===== config.mk =====
export PLATFORM = sky130hd
export DESIGN_NAME = slac_top
export DESIGN_NICKNAME = d
export VERILOG_FILES = /design/src/rtl/slac_pkg.sv /design/src/rtl/slac_top.sv
export SDC_FILE = /design/constraint.sdc
export NUM_CORES = 1
export LEC_CHECK = 0
export BUFFER_PORTS_ARGS = -buffer_cell sky130_fd_sc_hd__buf_2
export CORE_ASPECT_RATIO = 1.25
export CORE_MARGIN = 10
export CORE_UTILIZATION = 45
export DETAILED_ROUTE_END_ITERATION = 16
export GPL_ROUTABILITY_DRIVEN = 0
export PLACE_DENSITY = 0.88
export RECOVER_POWER = 100
export SYNTH_ARGS = -nofsm -noshare
export SYNTH_HDL_FRONTEND = slang
export SYNTH_SLANG_ARGS = --single-unit

===== constraint.sdc =====
create_clock -name sys_clk -period 2.15 [get_ports sys_clk]
set_input_delay 0.5375 -clock sys_clk [delete_from_list [all_inputs] [get_ports sys_clk]]
set_output_delay 0.5375 -clock sys_clk [all_outputs]
set_load 0.005 [all_outputs]

===== src/rtl/slac_pkg.sv =====
// package: register map, field layout and constants of the serial line arbiter counter
package slac_pkg;

  // ----------------------------------------------------------------
  // register map (byte addresses)
  // ----------------------------------------------------------------
  localparam int ADDR_W = 8;
  localparam logic [ADDR_W-1:0] OFS_CTL = 8'h00;
  localparam logic [ADDR_W-1:0] OFS_CNT_LOW = 8'h04;
  localparam logic [ADDR_W-1:0] OFS_IRQ_STAT = 8'h08;
  localparam logic [ADDR_W-1:0] OFS_IRQ_CLR = 8'h0C;
  localparam logic [ADDR_W-1:0] OFS_IRQ_EN = 8'h10;
  localparam logic [ADDR_W-1:0] OFS_SYS_CFG = 8'h14;

  // ----------------------------------------------------------------
  // arbiter_control_status field positions
  // ----------------------------------------------------------------
  localparam int CTL_MODE_HI = 7;
  localparam int CTL_MODE_LO = 6;
  localparam int CTL_LOST = 5;
  localparam int CTL_CLK_SEL = 4;
  localparam int CTL_DONE = 3;
  localparam int CTL_RUN = 2;
  localparam int CTL_OVF = 1;
  localparam int CTL_MSB = 0;
  localparam int CFG_BAUD_SRC = 0;

  // interrupt status bits
  localparam int IRQ_DONE = 0;
  localparam int IRQ_OVF = 1;
  localparam int IRQ_LOST = 2;
  localparam int IRQ_W = 3;

  // ----------------------------------------------------------------
  // counter, divider and reset values
  // ----------------------------------------------------------------
  localparam int CNT_W = 9;
  localparam logic [CNT_W-1:0] CNT_RST = 9'h000;
  localparam logic [CNT_W-1:0] CNT_MAX = 9'h1FF;
  localparam logic [CNT_W-1:0] ARB_TARGET_BUS = 9'h038;
  localparam logic [CNT_W-1:0] ARB_TARGET_PRESC = 9'h008;
  localparam logic [1:0] BUS_DIV_LAST = 2'h3;
  localparam logic [IRQ_W-1:0] IRQ_RST = 3'h0;
  localparam logic [31:0] RD_ZERO = 32'h0000_0000;
  localparam logic [1:0] RESP_OKAY = 2'h0;
  localparam logic [1:0] RESP_SLVERR = 2'h2;

  typedef enum logic [1:0] {
    MODE_IDLE = 2'h0,
    MODE_MEAS = 2'h1,
    MODE_ARB = 2'h2,
    MODE_RSVD = 2'h3
  } slac_mode_e;

  typedef enum logic [2:0] {
    ST_IDLE = 3'b001,
    ST_RUN = 3'b010,
    ST_STOP = 3'b100
  } slac_state_e;

endpackage : slac_pkg


===== src/rtl/slac_top.sv =====
// serial line arbiter counter: bit time measurement, bus arbitration, AXI4-Lite registers
// ----------------------------------------------------------------
// Summary of operation
// - nine-bit counter with separate overflow bit, run by a mode field in control.
// - mode 00 idle and reset, 01 bit time measure, 10 arbitration, 11 reserved.
// - reset clears mode, clock select, all status flags and the counter msb.
// - arbitration-lost flag is read-only, cleared only by writing zero to upper mode bit.
// - clock select 1 counts at half prescaler rate, 0 counts at bus clock over four.
// - prescaler input comes from bus or crystal clock per baud source bit.
// - measure-done flag sets when a measurement ends; any control write clears it.
// - running flag reads one while counting, zero while stopped.
// - overflow flag sets when the counter wraps; any control write clears it.
// - mode 00 resets the counter and holds it idle while selected.
// - counter msb reads in control register; any control write clears it.
// - low eight counter bits read in data register; control write clears them.
// - measure, select 0: start at receive falling edge, stop at next falling edge.
// - measure, select 1: start while receive is low, stop at next rising edge.
// - arbitration: restart on transmit rise, sample receive at 0x38/0x08; low sets lost.
// ----------------------------------------------------------------
//
// Added by the designer: the register offsets and the AXI4-Lite interface to the registers.
`timescale 1ns/1ps
module slac_top
  import slac_pkg::*;
(
  input wire logic sys_clk,
  input wire logic rst,
  input wire logic [ADDR_W-1:0] s_axi_awaddr,
  input wire logic s_axi_awvalid,
  output logic s_axi_awready,
  input wire logic [31:0] s_axi_wdata,
  input wire logic [3:0] s_axi_wstrb,
  input wire logic s_axi_wvalid,
  output logic s_axi_wready,
  output logic [1:0] s_axi_bresp,
  output logic s_axi_bvalid,
  input wire logic s_axi_bready,
  input wire logic [ADDR_W-1:0] s_axi_araddr,
  input wire logic s_axi_arvalid,
  output logic s_axi_arready,
  output logic [31:0] s_axi_rdata,
  output logic [1:0] s_axi_rresp,
  output logic s_axi_rvalid,
  input wire logic s_axi_rready,
  input wire logic rx_pin,
  input wire logic internal_transmit_output,
  input wire logic presc_tick_bus,
  input wire logic presc_tick_xtal,
  output logic tx_pin,
  output logic irq
);

  // ----------------------------------------------------------------
  // bus slave
  // ----------------------------------------------------------------
  function automatic logic addr_mapped(input logic [ADDR_W-1:0] a);
    addr_mapped = (a == OFS_CTL) || (a == OFS_CNT_LOW) || (a == OFS_IRQ_STAT) ||
                  (a == OFS_IRQ_CLR) || (a == OFS_IRQ_EN) || (a == OFS_SYS_CFG);
  endfunction : addr_mapped

  logic aw_hold_q, w_hold_q, bvalid_q, rvalid_q;
  logic [ADDR_W-1:0] awaddr_q;
  logic [31:0] wdata_q, rdata_q;
  logic [3:0] wstrb_q;
  logic [1:0] bresp_q, rresp_q;

  assign s_axi_awready = !aw_hold_q && !bvalid_q;
  assign s_axi_wready = !w_hold_q && !bvalid_q;
  assign s_axi_arready = !rvalid_q;
  assign s_axi_bvalid = bvalid_q;
  assign s_axi_bresp = bresp_q;
  assign s_axi_rvalid = rvalid_q;
  assign s_axi_rdata = rdata_q;
  assign s_axi_rresp = rresp_q;

  wire do_write = aw_hold_q && w_hold_q && !bvalid_q;
  wire wr_lane0 = do_write && wstrb_q[0];
  wire ctl_wr = wr_lane0 && (awaddr_q == OFS_CTL);
  wire clr_wr = wr_lane0 && (awaddr_q == OFS_IRQ_CLR);
  wire en_wr = wr_lane0 && (awaddr_q == OFS_IRQ_EN);
  wire cfg_wr = wr_lane0 && (awaddr_q == OFS_SYS_CFG);
  wire rd_take = s_axi_arvalid && !rvalid_q;

  always_ff @(posedge sys_clk)
  begin
    if (rst)
    begin
      aw_hold_q <= 1'b0;
      w_hold_q <= 1'b0;
      bvalid_q <= 1'b0;
      awaddr_q <= '0;
      wdata_q <= RD_ZERO;
      wstrb_q <= 4'h0;
      bresp_q <= RESP_OKAY;
    end
    else
    begin
      if (s_axi_awvalid && s_axi_awready)
      begin
        aw_hold_q <= 1'b1;
        awaddr_q <= s_axi_awaddr;
      end
      if (s_axi_wvalid && s_axi_wready)
      begin
        w_hold_q <= 1'b1;
        wdata_q <= s_axi_wdata;
        wstrb_q <= s_axi_wstrb;
      end
      if (do_write)
      begin
        aw_hold_q <= 1'b0;
        w_hold_q <= 1'b0;
        bvalid_q <= 1'b1;
        bresp_q <= addr_mapped(awaddr_q) ? RESP_OKAY : RESP_SLVERR;
      end
      else if (bvalid_q && s_axi_bready)
        bvalid_q <= 1'b0;
    end
  end

  // ----------------------------------------------------------------
  // pin synchroniser, edge detection and clock enables
  // ----------------------------------------------------------------
  logic rx_meta_q, rx_s_q, rx_d_q, tx_d_q, half_q;
  logic [1:0] bus_div_q;
  logic baud_src_q, clk_sel_q;

  wire rx_fall = rx_d_q && !rx_s_q;
  wire rx_rise = !rx_d_q && rx_s_q;
  wire tx_rise = !tx_d_q && internal_transmit_output;
  wire bus_tick = (bus_div_q == BUS_DIV_LAST);
  wire presc_tick = baud_src_q ? presc_tick_xtal : presc_tick_bus;
  wire half_tick = presc_tick && half_q;
  wire cnt_tick = clk_sel_q ? half_tick : bus_tick;

  always_ff @(posedge sys_clk)
  begin
    if (rst)
    begin
      rx_meta_q <= 1'b1;
      rx_s_q <= 1'b1;
      rx_d_q <= 1'b1;
      tx_d_q <= 1'b1;
      bus_div_q <= 2'h0;
      half_q <= 1'b0;
    end
    else
    begin
      rx_meta_q <= rx_pin;
      rx_s_q <= rx_meta_q;
      rx_d_q <= rx_s_q;
      tx_d_q <= internal_transmit_output;
      bus_div_q <= bus_div_q + 2'h1;
      if (presc_tick)
        half_q <= !half_q;
    end
  end

  // ----------------------------------------------------------------
  // counter and mode control
  // ----------------------------------------------------------------
  slac_mode_e mode_q;
  slac_state_e st_q, st_d;
  logic [CNT_W-1:0] cnt_q, cnt_d;
  logic lost_q, done_q, ovf_q, done_set, ovf_set, lost_set;

  wire running = (st_q == ST_RUN);
  wire [CNT_W-1:0] arb_target = clk_sel_q ? ARB_TARGET_PRESC : ARB_TARGET_BUS;
  wire meas_start = clk_sel_q ? !rx_s_q : rx_fall;
  wire meas_stop = clk_sel_q ? rx_rise : rx_fall;

  always_comb
  begin
    st_d = st_q;
    cnt_d = cnt_q;
    done_set = 1'b0;
    ovf_set = 1'b0;
    lost_set = 1'b0;
    if (running && cnt_tick)
    begin
      cnt_d = cnt_q + 9'h001;
      ovf_set = (cnt_q == CNT_MAX);
    end
    case (mode_q)
      MODE_MEAS:
      begin
        if (st_q == ST_IDLE && meas_start)
        begin
          st_d = ST_RUN;
          cnt_d = CNT_RST;
        end
        else if (running && meas_stop)
        begin
          st_d = ST_STOP;
          done_set = 1'b1;
        end
      end
      MODE_ARB:
      begin
        if (tx_rise)
        begin
          st_d = ST_RUN;
          cnt_d = CNT_RST;
          ovf_set = 1'b0;
        end
        else if (running && !internal_transmit_output)
        begin
          st_d = ST_IDLE;
          cnt_d = CNT_RST;
          ovf_set = 1'b0;
        end
        else if (running && cnt_q == arb_target)
        begin
          st_d = ST_STOP;
          cnt_d = cnt_q;
          ovf_set = 1'b0;
          lost_set = !rx_s_q;
        end
      end
      default:
      begin
        st_d = ST_IDLE;
        cnt_d = CNT_RST;
        ovf_set = 1'b0;
      end
    endcase
    if (ctl_wr)
    begin
      st_d = ST_IDLE;
      cnt_d = CNT_RST;
    end
  end

  // ----------------------------------------------------------------
  // registers; a flag set in the cycle of its clear stays set
  // ----------------------------------------------------------------
  logic [IRQ_W-1:0] irq_st_q, irq_en_q;
  wire [IRQ_W-1:0] irq_set = {lost_set, ovf_set, done_set};
  wire [IRQ_W-1:0] irq_clr = clr_wr ? wdata_q[IRQ_W-1:0] : IRQ_RST;

  always_ff @(posedge sys_clk)
  begin
    if (rst)
    begin
      mode_q <= MODE_IDLE;
      clk_sel_q <= 1'b0;
      lost_q <= 1'b0;
      done_q <= 1'b0;
      ovf_q <= 1'b0;
      st_q <= ST_IDLE;
      cnt_q <= CNT_RST;
      baud_src_q <= 1'b0;
      irq_st_q <= IRQ_RST;
      irq_en_q <= IRQ_RST;
      tx_pin <= 1'b1;
      irq <= 1'b0;
    end
    else
    begin
      st_q <= st_d;
      cnt_q <= cnt_d;
      if (ctl_wr)
      begin
        mode_q <= slac_mode_e'(wdata_q[CTL_MODE_HI:CTL_MODE_LO]);
        clk_sel_q <= wdata_q[CTL_CLK_SEL];
      end
      lost_q <= lost_set || (lost_q && !(ctl_wr && !wdata_q[CTL_MODE_HI]));
      done_q <= done_set || (done_q && !ctl_wr);
      ovf_q <= ovf_set || (ovf_q && !ctl_wr);
      if (cfg_wr)
        baud_src_q <= wdata_q[CFG_BAUD_SRC];
      if (en_wr)
        irq_en_q <= wdata_q[IRQ_W-1:0];
      irq_st_q <= irq_set | (irq_st_q & ~irq_clr);
      // reserved mode keeps the transmit path clean even with a stale lost flag
      tx_pin <= internal_transmit_output || (lost_q && mode_q != MODE_RSVD);
      irq <= |(irq_st_q & irq_en_q);
    end
  end

  // ----------------------------------------------------------------
  // read mux
  // ----------------------------------------------------------------
  wire [7:0] ctl_rd = {mode_q, lost_q, clk_sel_q, done_q, running, ovf_q, cnt_q[8]};
  logic [31:0] rd_mux;

  always_comb
  begin
    case (s_axi_araddr)
      OFS_CTL: rd_mux = {24'h00_0000, ctl_rd};
      OFS_CNT_LOW: rd_mux = {24'h00_0000, cnt_q[7:0]};
      OFS_IRQ_STAT: rd_mux = {29'h0000_0000, irq_st_q};
      OFS_IRQ_EN: rd_mux = {29'h0000_0000, irq_en_q};
      OFS_SYS_CFG: rd_mux = {31'h0000_0000, baud_src_q};
      default: rd_mux = RD_ZERO;
    endcase
  end

  always_ff @(posedge sys_clk)
  begin
    if (rst)
    begin
      rvalid_q <= 1'b0;
      rdata_q <= RD_ZERO;
      rresp_q <= RESP_OKAY;
    end
    else if (rd_take)
    begin
      rvalid_q <= 1'b1;
      rdata_q <= rd_mux;
      rresp_q <= addr_mapped(s_axi_araddr) ? RESP_OKAY : RESP_SLVERR;
    end
    else if (s_axi_rready)
      rvalid_q <= 1'b0;
  end
endmodule : slac_top


# Word level (Yosys, flattened, before mapping)
# Index checks and enable logic that the tools add are counted.
word_totals:
  ff_bits: 91
  inputBits: 63
  output_inout_bits: 43
  word_cells: 153
op_classes:
  n_addsub: 2
  eq_ne: 21
  muxes: 37
  bitwise_logic: 4
  n_reduce_logical: 61
ops:
  columns: ["cell", "count"]
  rows:
  - ["$mux W9", 5]
  - ["$pmux W8 S5", 1]
  - ["$eq A8 B4 Y1 const B", 4]
  - ["$eq A8 B5 Y1 const B", 4]
  - ["$logic_and A1 B1 Y1", 27]
  - ["$mux W1", 19]
  - ["$mux W3", 6]
  - ["$pmux W9 S2", 1]
  - ["$eq A8 B3 Y1 const B", 2]
  - ["$logic_not A8 Y1", 2]
  - ["$logic_or A1 B1 Y1", 14]
  - ["$logic_not A1 Y1", 12]
  - ["$add A9 B1 Y9 const B", 1]
  - ["$eq A9 B6 Y1", 1]
  - ["$eq A9 B9 Y1 const B", 1]
  - ["$ne A4 B4 Y1 const B", 2]
  - ["$and A3 B3 Y3", 2]
  - ["$mux W6", 1]
  - ["$pmux W3 S2", 1]
  - ["$eq A2 B2 Y1 const B", 2]
  - ["$mux W2", 2]
  - ["$reduce_bool A2 Y1", 2]
  - ["$reduce_or A2 Y1", 2]
  - ["$eq A3 B1 Y1 const B", 1]
  - ["other kinds (10)", 10]

# Logic depth before layout (Yosys ltp)
# Gate-level depths: netlist of run 1.
logic_depth:
  word_depth: 10
  ltp_mapped: 7
  depth_no_buf: 7

# Worst setup path after synthesis of run 1
# No wires, ideal clock.
synth_path:
  path_type: "register to register"
  start: "register awaddr_q[5]"
  end: "register cnt_q[0]"
  setup_time_ps: 127
  t_arrival_ps: 1932
  required_ps: 2023
  path_slack_ps: 91
  stages_incl_launch_ff: 8
  path_cell_list: "dfxtp_1 or4_4 or4_4 buf_6 and2_4 buf_6 o211ai_2 nor2_1"
synth_between:
  elab_chain_len: 3
synth_rtl:
  columns: ["item", "line", "rtl"]
  rows:
  - ["start, declared", "slac_top.sv:62", "logic [ADDR_W-1:0] awaddr_q;"]
  - ["start signal, assigned", "slac_top.sv:101", "awaddr_q <= s_axi_awaddr;"]
  - ["$logic_not A8 Y1", "slac_top.sv:78", "wire ctl_wr = wr_lane0 && (awaddr_q == OFS_CTL);"]
  - ["$logic_and A1 B1 Y1", "slac_top.sv:78", null]
  - ["$reduce_or A2 Y1 (no line)", null, null]
  - ["end signal, assigned", "slac_top.sv:261", "cnt_q <= cnt_d;"]
  - ["end, declared", "slac_top.sv:164", "logic [CNT_W-1:0] cnt_q, cnt_d;"]
# No other way between the ends.
# A chain may end at the register's enable or synchronous reset.

# Worst setup path in the final report of run 1
layout_path:
  start: "register awaddr_q[5]"
  end: "register cnt_q[2]"
# The elaborated chain is that of the path after synthesis.

==> results.py, run 1 <==
metrics = {
    "timing": {
        "rsz0062_at_grt": "false",
        "tns_ns": 0,
        "fmax_ghz": 0.484,
        "setup_violations": 0,
        "hold_viol": 0,
        "fin_ws_ns": 0.0828,
        "worst_pin_slew_ns": 0.850,
        "slew_headroom_pct": 43.3,
        "fin_crit_ns": 2.07,
        "slew_viol_final": 0,
        "period_share_pct": 96.2,
        "skew_ns": 0.00659,
    },
    "clocking": {
        "cts_sinks": 63,
        "ctsHtreeMaxLevel": 3,
        "cts-buffers-inserted": 9,
        "clk_latency_ns": 0.34,
        "path_clk_slew_ns": 0.07,
        "cts_tree": "yes",
        "cts_buffer_depth": 2,
        "cts_root_buffer": "clkbuf_8",
        "cts_hold_buf": 0,
    },
    "critical_path": {
        "cpPeakStageDelay_ns": 0.58,
        "critPathBufInv": 0,
        "crit_path_cell_trace": "or4_4, or4_1, and2_4, o211ai_2, nor2_1",
        "startpoint_type": "flip-flop",
        "critical_path.startpoint": "awaddr_q[5]",
        "cpLargestDelayFamily": "simple AND/OR/NAND/NOR gates",
        "end_kind": "flip-flop",
        "crit_arrival_ns": 2.28,
        "rrSetupSlack_ns": 0.08,
        "r2r_cells": 5,
        "reg2reg_from": "awaddr_q[5]",
        "crit_fanout": 8,
        "critical_path_class": "reg2reg",
        "r2r-end": "cnt_q[2]",
        "cp.required_ns": 2.36,
        "slowest_stage": "or4_1",
    },
    "global_routing": {
        "grtUsageTotal_pct": 13.9,
        "overflow": 0,
        "met2_usage_pct": 24.5,
        "grt_max_degree": 43,
        "grt_pass1_vias": 2715,
        "grt_pass1_wl_um": 12000,
        "use_met1_pct": 14.3,
        "busiest_layer": "met2",
        "antenna_found_initial": 0,
        "use_met3_pct": 3.40,
    },
    "pwr": {
        "p_per_area_nw_per_um2": 688,
        "leakage_nw": 1.44,
        "peakVddDrop_uv": 875,
    },
    "detailed_routing": {
        "viasPerCell": 5.24,
        "drc_errors": 0,
        "routed_wl_um": 7470,
        "firstDrtPassIters": 5,
        "vias": 2625,
        "wl_per_cell_um": 14.9,
        "drt-initial-drc-count": 212,
        "ant_nets": 0,
    },
    "synth": {
        "yosysTopAreaCell": "dfxtp_1",
        "yosys-top-cells-count": "dfxtp_1, nor2_1, nand2_1",
        "syn_avg_cell_area_um2": 8.74,
        "ys_ff_latch": 63,
        "synth_edf_count": 0,
        "async_flop_share_pct": 0,
        "yosysSeqAreaShare_pct": 41.3,
        "synthTopCellsByArea": "dfxtp_1, buf_4, mux2i_1",
        "synth.most_common_cell": "dfxtp_1",
        "synth_top_area_share_pct": 41.3,
        "synthCells": 349,
        "synth_cell_type_count": 55,
        "syn_area_um2": 3050,
        "yosysWarnings": 0,
        "ys.flop_type": "dfxtp_1",
    },
    "floorplan": {
        "io_pins": 106,
        "rows": 33,
        "die_x_um": 93.6,
        "die_area_um2": 10500,
        "die_h_um": 112,
        "core_area_um2": 6570,
        "initial_core_util_pct": 46.5,
    },
    "job": {
        "cap_violations": 0,
    },
    "final_layout": {
        "n_fill_cell": 579,
        "drive_gt1_share_pct": 19.3,
        "regArea_um2": 1260,
        "diodes": 0,
        "area_delta_synth_final_pct": 15.4,
        "multi_input_area_um2": 1580,
        "nNetsFinal": 479,
    },
    "min_path": {
        "hold_path_startpoint": "s_axi_rready",
        "worstHoldPathType": "in2reg",
        "hold_depth": 2,
        "hold_end": "s_axi_rvalid",
    },
    "placed_design": {
        "dp_hpwl_um": 5370,
        "portBuffers": 50,
        "pre_cts_ws_ns": 0.121,
    },
    "run_status": {
        "outcome": "complete, no violations",
    },
}
power breakdown:
| group | leakage, nW | internal [W] | switching [W] |
|---|---|---|---|
| Clock | 0.0960 | 0.000531 | 0.000458 |
| Combinational | 0.835 | 0.0000827 | 0.000115 |
| Sequential | 0.513 | 0.00121 | 0.0000304 |
layout by cell type (no fill, tap or decap), drive strengths merged, types with 3 or more instances in the layout:
cell    instances
nand3b          3
or2             5
inv            14
and2            3
nor2           44
dfxtp          63
xor2            4
nand2          37
or4             3
o22ai           3
conb           26
nand3           5
clkinv          4
mux2i          19
clkbuf         30
nor3            9
o211ai          5
a21oi          18
a22oi           7
xnor2           3
o21ai           7
buf            44
nor3b           4
a211oi          5
nor4            3
ha              7
nand2b          3
per-stage QoR:
step	instances	cell area (um2)	utilization, %	hold WS (ns)	total power, W
6_report	501	3520	53.6	0.379	0.00242
5_1_grt	501	3520	53.6	0.363	0.00253
4_1_cts	500	3530	53.7	0.367	0.00245
3_5_place_dp	483	3330	50.7	0.400	0.00146
3_3_place_gp	483	3330	50.7	0.398	0.00145
2_1_floorplan	374	3140	-	0.389	0.00142
state kept, by name, summed over array words and instances, names as in the netlist, 2 cells and up:
register and flops:
cnt_q 9, mode_q 2, awaddr_q 8, st_q 3, irq_st_q 3, wdata_q 6, bus_div_q 2, irq_en_q 3
s_axi_rdata 8
timing repair:
action,4_1_cts,5_1_grt
buffers inserted,1,1
gates resized for setup,0,5
pin swaps,1,2
setup endpoints to repair,1,11
worst max path at each step:
| stage | slack, ns | end | cells after the start |
|---|---|---|---|
| global route | 0.01 | lost_q | 5 |
| global placement | 0.17 | st_q[0] | 5 |
| detailed placement | 0.12 | cnt_q[1] | 7 |
| finish | 0.08 | cnt_q[2] | 5 |
| CTS | 0.02 | st_q[0] | 5 |
| floorplan | 0.09 | cnt_q[0] | 7 |
cell families after synthesis:
logic type      synth area share [%]
other cells                    0.123
fa+ha+maj                       2.87
flops                           41.3
compound gates                  13.1
mux                             7.71
xor+xnor                        2.01
simple gates                    22.5
buf+inv                         10.3
worst register-to-register path: cells and delay by family (launching register included):
| kind | cells | cell delay (ns) |
|---|---|---|
| AO/OA/AOI/OAI | 1 | 0.17 |
| flip-flops | 1 | 0.32 |
| AND/OR/NAND/NOR | 4 | 1.46 |
metal layers:
metal,vias up,share of wire (%)
li1,1289,-
met1,1215,38
met2,93,53
met3,28,5.4
met4,0,3.8
met5,-,0
cell type report:
type                    count  share of cell area, %
multi-input cells         257                   44.9
repair buffers             64                   9.31
flip-flops and latches     63                   35.8
well taps                  87                   3.09
clock buffers              10                   3.62
inverters                  14                   1.49
clock inverters             6                   1.74
(Power assumes the default switching activity.)
==> run 2: changes to the inputs <==
- ABC_AREA: not set -> 1
- CORE_UTILIZATION: 45 -> 46
- PLACE_DENSITY: 0.88 -> 0.89
==> results.py, run 2 <==
metrics = {
    "synth": {
        "syn_avg_cell_area_um2": 7.05,
        "synth_edf_count": 0,
        "synthMuxAreaShare_pct": 0,
        "synth.most_common_cell": "nand2_1",
        "synth_fa_ha_area_share_pct": 2.76,
        "ys_ff_latch": 63,
        "synth_top_area_share_pct": 39.7,
        "synth-compound-area-share_pct": 14.2,
        "yosysSeqAreaShare_pct": 39.7,
        "synthTopCellsByArea": "dfxtp_1, nand2_1, nor2_1",
        "synthSimpleGateAreaFrac_pct": 28.8,
        "async_flop_share_pct": 0,
        "yosysWarnings": 0,
        "synth_top_family_by_area": "simple AND/OR/NAND/NOR gates",
        "yosys-top-cells-count": "nand2_1, nor2_1, dfxtp_1",
        "synth_cell_type_count": 36,
        "synthCells": 450,
        "syn_area_um2": 3170,
        "synth-xor-area-share_pct": 0.552,
        "ys.flop_type": "dfxtp_1",
        "yosysTopAreaCell": "dfxtp_1",
    },
    "clocking": {
        "cts_setup_buffers": 0,
        "cts_sinks": 63,
        "cts_buffer_depth": 2,
        "cts_root_buffer": "clkbuf_8",
        "cts_hold_buf": 0,
        "clk_latency_ns": 0.34,
        "path_clk_slew_ns": 0.06,
        "cts_tree": "yes",
        "ctsHtreeMaxLevel": 3,
        "cts_resized": 0,
        "cts-buffers-inserted": 9,
    },
    "detailed_routing": {
        "ant_nets": 0,
        "firstDrtPassIters": 4,
        "viasPerCell": 5.07,
        "drt-initial-drc-count": 170,
        "routed_wl_um": 7580,
        "wl_per_cell_um": 12.7,
        "vias": 3029,
        "drc_errors": 0,
    },
    "critical_path": {
        "cpPeakStageDelay_ns": 0.69,
        "r2r-end": "irq_st_q[1]",
        "critical_path_class": "in2reg",
        "rrSetupSlack_ns": 0.26,
        "crit_path_cell_trace": "clkbuf_1, a21oi_1, nand3_2, nand2_1, inv_2, nor2_1",
        "critical_path.startpoint": "rst",
        "slowest_stage": "a21oi_1",
        "r2r_cells": 10,
        "crit_fanout": 21,
        "crit_arrival_ns": 2.18,
        "startpoint_type": "input port",
        "reg2reg_from": "cnt_q[1]",
        "end_kind": "flip-flop",
        "cp.required_ns": 2.43,
    },
    "placed_design": {
        "portBuffers": 50,
        "dp_hpwl_um": 6030,
        "place_area_um2": 3420,
        "place_inst": 581,
    },
    "global_routing": {
        "overflow": 0,
        "grtUsageTotal_pct": 14.2,
        "grt_pass1_vias": 2985,
        "grt_max_degree": 22,
        "antenna_found_initial": 0,
        "grt_pass1_wl_um": 12400,
    },
    "run_status": {
        "outcome": "complete, no violations",
    },
    "floorplan": {
        "rows": 33,
        "core_area_um2": 6650,
        "die_area_um2": 10600,
        "die_h_um": 113,
        "io_pins": 106,
        "initial_core_util_pct": 47.8,
        "die_x_um": 94.3,
    },
    "pwr": {
        "p_per_area_nw_per_um2": 709,
        "leakage_nw": 1.62,
        "p_total_w": 0.00253,
        "peakVddDrop_uv": 436,
    },
    "timing": {
        "slew_viol_final": 0,
        "rsz0062_at_grt": "false",
        "setup_violations": 0,
        "fin_crit_ns": 1.91,
        "skew_ns": 0.00665,
        "fmax_ghz": 0.525,
        "tns_ns": 0,
        "period_share_pct": 88.6,
        "worst_pin_slew_ns": 0.954,
        "hold-worst-slack_ns": 0.377,
        "hold_viol": 0,
        "slew_headroom_pct": 36.4,
    },
    "final_layout": {
        "largest_register_ffs": 9,
        "diodes": 0,
        "drive_gt1_share_pct": 13.5,
        "fin_cells": 597,
        "nNetsFinal": 575,
        "mostFrequentLayoutCell": "nand2_1",
        "n_fill_cell": 621,
        "final_cell_mix": "nand2_1, nor2_1, dfxtp_1",
        "final_cell_area_um2": 3560,
        "area_delta_synth_final_pct": 12.3,
        "largest-register": "cnt_q",
    },
    "min_path": {
        "worstHoldPathType": "in2reg",
        "hold_end": "rx_meta_q",
        "hold_depth": 2,
        "hold_path_startpoint": "rx_pin",
    },
    "job": {
        "cap_violations": 0,
    },
}
run 2: cell types whose count changed after synthesis, moves of 5 or more:
cell / change
o21ai_0: +28
nor2_1: +26
nand3_1: +23
mux2i_1: -19
a22oi_1: -7
a21oi_1: +8
clkbuf_1: -6
inv_2: +5
nand2_1: +41
inv_1: +36
nand2_2: +6
run 2: worst max-delay path by stage:
| stage | to | depth (start not counted) |
|---|---|---|
| after floorplan | cnt_q[8] | 8 |
| after global placement | s_axi_rdata[4] | 8 |
| after detailed placement | irq_st_q[1] | 10 |
| after CTS | irq_st_q[1] | 10 |
| after global routing | lost_q | 7 |
| final | cnt_q[0] | 6 |
run 2: final cells by class:
type / instances / area (um2) / share of cell area, %
Clock buffer: 13 / 169 / 4.74
Clock inverter: 3 / 40.0 / 1.12
Inverter: 55 / 206 / 5.79
Multi-Input combinational cell: 323 / 1530 / 43.0
Sequential cell: 63 / 1260 / 35.4
Tap cell: 87 / 109 / 3.05
Timing Repair Buffer: 53 / 246 / 6.91
run 2: routing by layer:
layer / vias to the layer above / global-route usage [%] / part of all wire, %
met2: 96 / 25.8 / 53
met3: 23 / 3.90 / 6.5
li1: 1516 / - / -
met1: 1394 / 13.3 / 37
met4: 0 / 9.34 / 3.2
met5: - / 0 / 0
run 2: where the power goes:
part           switching [W]  internal, W  total, W
logic               0.000147    0.0000771  0.000224
registers          0.0000282      0.00122   0.00124
clock network       0.000432     0.000627   0.00106
run 2: through the flow:
stage          setup slack [ns]  utilization [%]
2_1_floorplan             0.605                -
3_3_place_gp              0.421             51.4
3_5_place_dp              0.331             51.4
4_1_cts                   0.301             54.5
5_1_grt                  0.0555             53.6
6_report                  0.245             53.6
run 2: critical path, delay by kind of cell:
kind / cells / cell delay [ns]
compound gates: 1 / 0.69
simple gates: 3 / 0.47
buf+inv: 2 / 0.47
run 2: logic make-up (layout without fill, tap and decap cells):
| logic type | after synthesis | count (layout) |
|---|---|---|
| and+or+nand+nor | 207 | 207 |
| buffers and inverters | 89 | 124 |
| AOI/OAI and AO/OA | 81 | 81 |
| DFF | 63 | 63 |
| adders and majority gates | 7 | 7 |
| xor gates and xnor gates | 2 | 2 |
| other | 1 | 26 |
==> run 3: changes to the inputs <==
- REMOVE_ABC_BUFFERS: not set -> 1
==> results.py, run 3 (same netlist as run 2, synthesis figures left out) <==
metrics = {
    "run_status": {
        "outcome": "complete, no violations",
    },
    "pwr": {
        "power_frac_seq_pct": 52.1,
        "switchingPower_w": 0.000616,
        "p_int_w": 0.00177,
        "leakage_nw": 1.61,
        "p_per_area_nw_per_um2": 672,
        "peakVddDrop_uv": 541,
        "comb_power_share_pct": 9.7,
        "switching_share_pct": 25.8,
        "clock_power_share_pct": 38.2,
    },
    "global_routing": {
        "grt_pass1_wl_um": 12700,
        "antenna_found_initial": 0,
        "grtUsageTotal_pct": 14.5,
        "grt_max_degree": 32,
        "grt_pass1_vias": 2936,
        "overflow": 0,
    },
    "floorplan": {
        "die_h_um": 113,
        "rows": 33,
        "initial_core_util_pct": 47.8,
        "core_area_um2": 6650,
        "io_pins": 106,
        "die_area_um2": 10600,
        "die_x_um": 94.3,
    },
    "final_layout": {
        "largest_register_ffs": 9,
        "n_fill_cell": 619,
        "nNetsFinal": 575,
        "multi_input_area_um2": 1550,
        "area_delta_synth_final_pct": 11.9,
        "mostFrequentLayoutCell": "nand2_1",
        "regArea_um2": 1260,
        "diodes": 0,
        "utilization_pct": 53.4,
        "final_cell_mix": "nand2_1, nor2_1, dfxtp_1",
        "largest-register": "cnt_q",
        "fin_cells": 597,
        "drive_gt1_share_pct": 13.7,
    },
    "timing": {
        "fmax_ghz": 0.558,
        "setup_violations": 0,
        "fin_crit_ns": 1.79,
        "hold_viol": 0,
        "rsz0062_at_grt": "false",
        "slew_headroom_pct": 57.7,
        "period_share_pct": 83.4,
        "slew_viol_final": 0,
        "worst_pin_slew_ns": 0.635,
        "skew_ns": 0.00458,
        "fin_ws_ns": 0.358,
        "tns_ns": 0,
        "hold-worst-slack_ns": 0.368,
    },
    "critical_path": {
        "end_kind": "flip-flop",
        "critPathBufInv": 1,
        "cp.required_ns": 2.39,
        "reg2reg_from": "cnt_q[0]",
        "crit_arrival_ns": 2.03,
        "r2r_cells": 11,
        "crit_path_cell_trace": "inv_1, ha_1, nand2_1, nor2_1, nand3_1, nor2_1, nand2_1, nand2_1, nand2_1, o21ai_0, nor2_1",
        "slowest_stage": "dfxtp_1",
        "r2r-end": "cnt_q[1]",
        "crit_top_cell": "nand2_1",
        "crit_fanout": 7,
        "critical_path_class": "reg2reg",
        "rrSetupSlack_ns": 0.36,
        "cpLargestDelayFamily": "simple AND/OR/NAND/NOR gates",
        "cpPeakStageDelay_ns": 0.34,
        "startpoint_type": "flip-flop",
    },
    "clocking": {
        "cts_resized": 0,
        "cts-buffers-inserted": 9,
        "clk_latency_ns": 0.35,
        "cts_hold_buf": 0,
        "cts_sinks": 63,
        "path_clk_slew_ns": 0.06,
        "cts_buffer_depth": 2,
        "ctsHtreeMaxLevel": 3,
        "cts_root_buffer": "clkbuf_8",
        "cts_tree": "yes",
        "cts_setup_buffers": 0,
    },
    "detailed_routing": {
        "viasPerCell": 4.99,
        "ant_nets": 0,
        "routed_wl_um": 7510,
        "firstDrtPassIters": 4,
        "drt-initial-drc-count": 205,
        "wl_per_cell_um": 12.6,
        "vias": 2978,
        "drc_errors": 0,
    },
    "placed_design": {
        "pre_cts_ws_ns": 0.347,
        "portBuffers": 50,
        "dp_hpwl_um": 5980,
        "place_inst": 581,
    },
    "min_path": {
        "hold_end": "rx_meta_q",
        "hold_path_startpoint": "rx_pin",
        "worstHoldPathType": "in2reg",
        "hold_depth": 2,
    },
    "job": {
        "cap_violations": 0,
    },
}
[run 3: routing by layer]
metal / global-route usage, % / vias up / part of all wire (%)
met4: 8.93 / 0 / 3.7
met1: 14.4 / 1334 / 38
met3: 3.24 / 26 / 6.6
met2: 26.3 / 106 / 52
met5: 0 / - / 0
li1: - / 1512 / -
[run 3: layout make-up]
type                       count  area share, %
clock buffer                  13           4.47
clock inverter                 3          0.493
inverter                      55           5.81
multi-input combinational    323           43.6
sequential                    63           35.5
tap                           87           3.07
timing repair buffer          53           7.08
[run 3: power groups by stage]
stage | sequential (W) | clock, W | combinational [W]
final | 0.00124 | 0.000913 | 0.000230
after global routing | 0.00125 | 0.000975 | 0.000271
after CTS | 0.00124 | 0.000926 | 0.000237
after detailed placement | 0.00127 | 0 | 0.000236
after global placement | 0.00127 | 0 | 0.000225
after floorplan | 0.00126 | 0 | 0.000148
[run 3: worst max path at each step]
stage / depth (start not counted) / startpoint / to
6_report: 11 / cnt_q[0] / cnt_q[1]
5_1_grt: 6 / s_axi_bvalid / lost_q
4_1_cts: 8 / cnt_q[1] / cnt_q[8]
3_5_place_dp: 8 / s_axi_araddr[1] / s_axi_rdata[6]
3_3_place_gp: 8 / s_axi_araddr[1] / s_axi_rdata[5]
2_1_floorplan: 7 / presc_tick_bus / cnt_q[3]
[run 3: stage by stage]
stage	power, W	instance area (um2)
floorplan	0.00141	3040
global placement	0.00149	3420
detailed placement	0.00150	3420
CTS	0.00241	3590
global route	0.00249	3550
finish	0.00239	3550
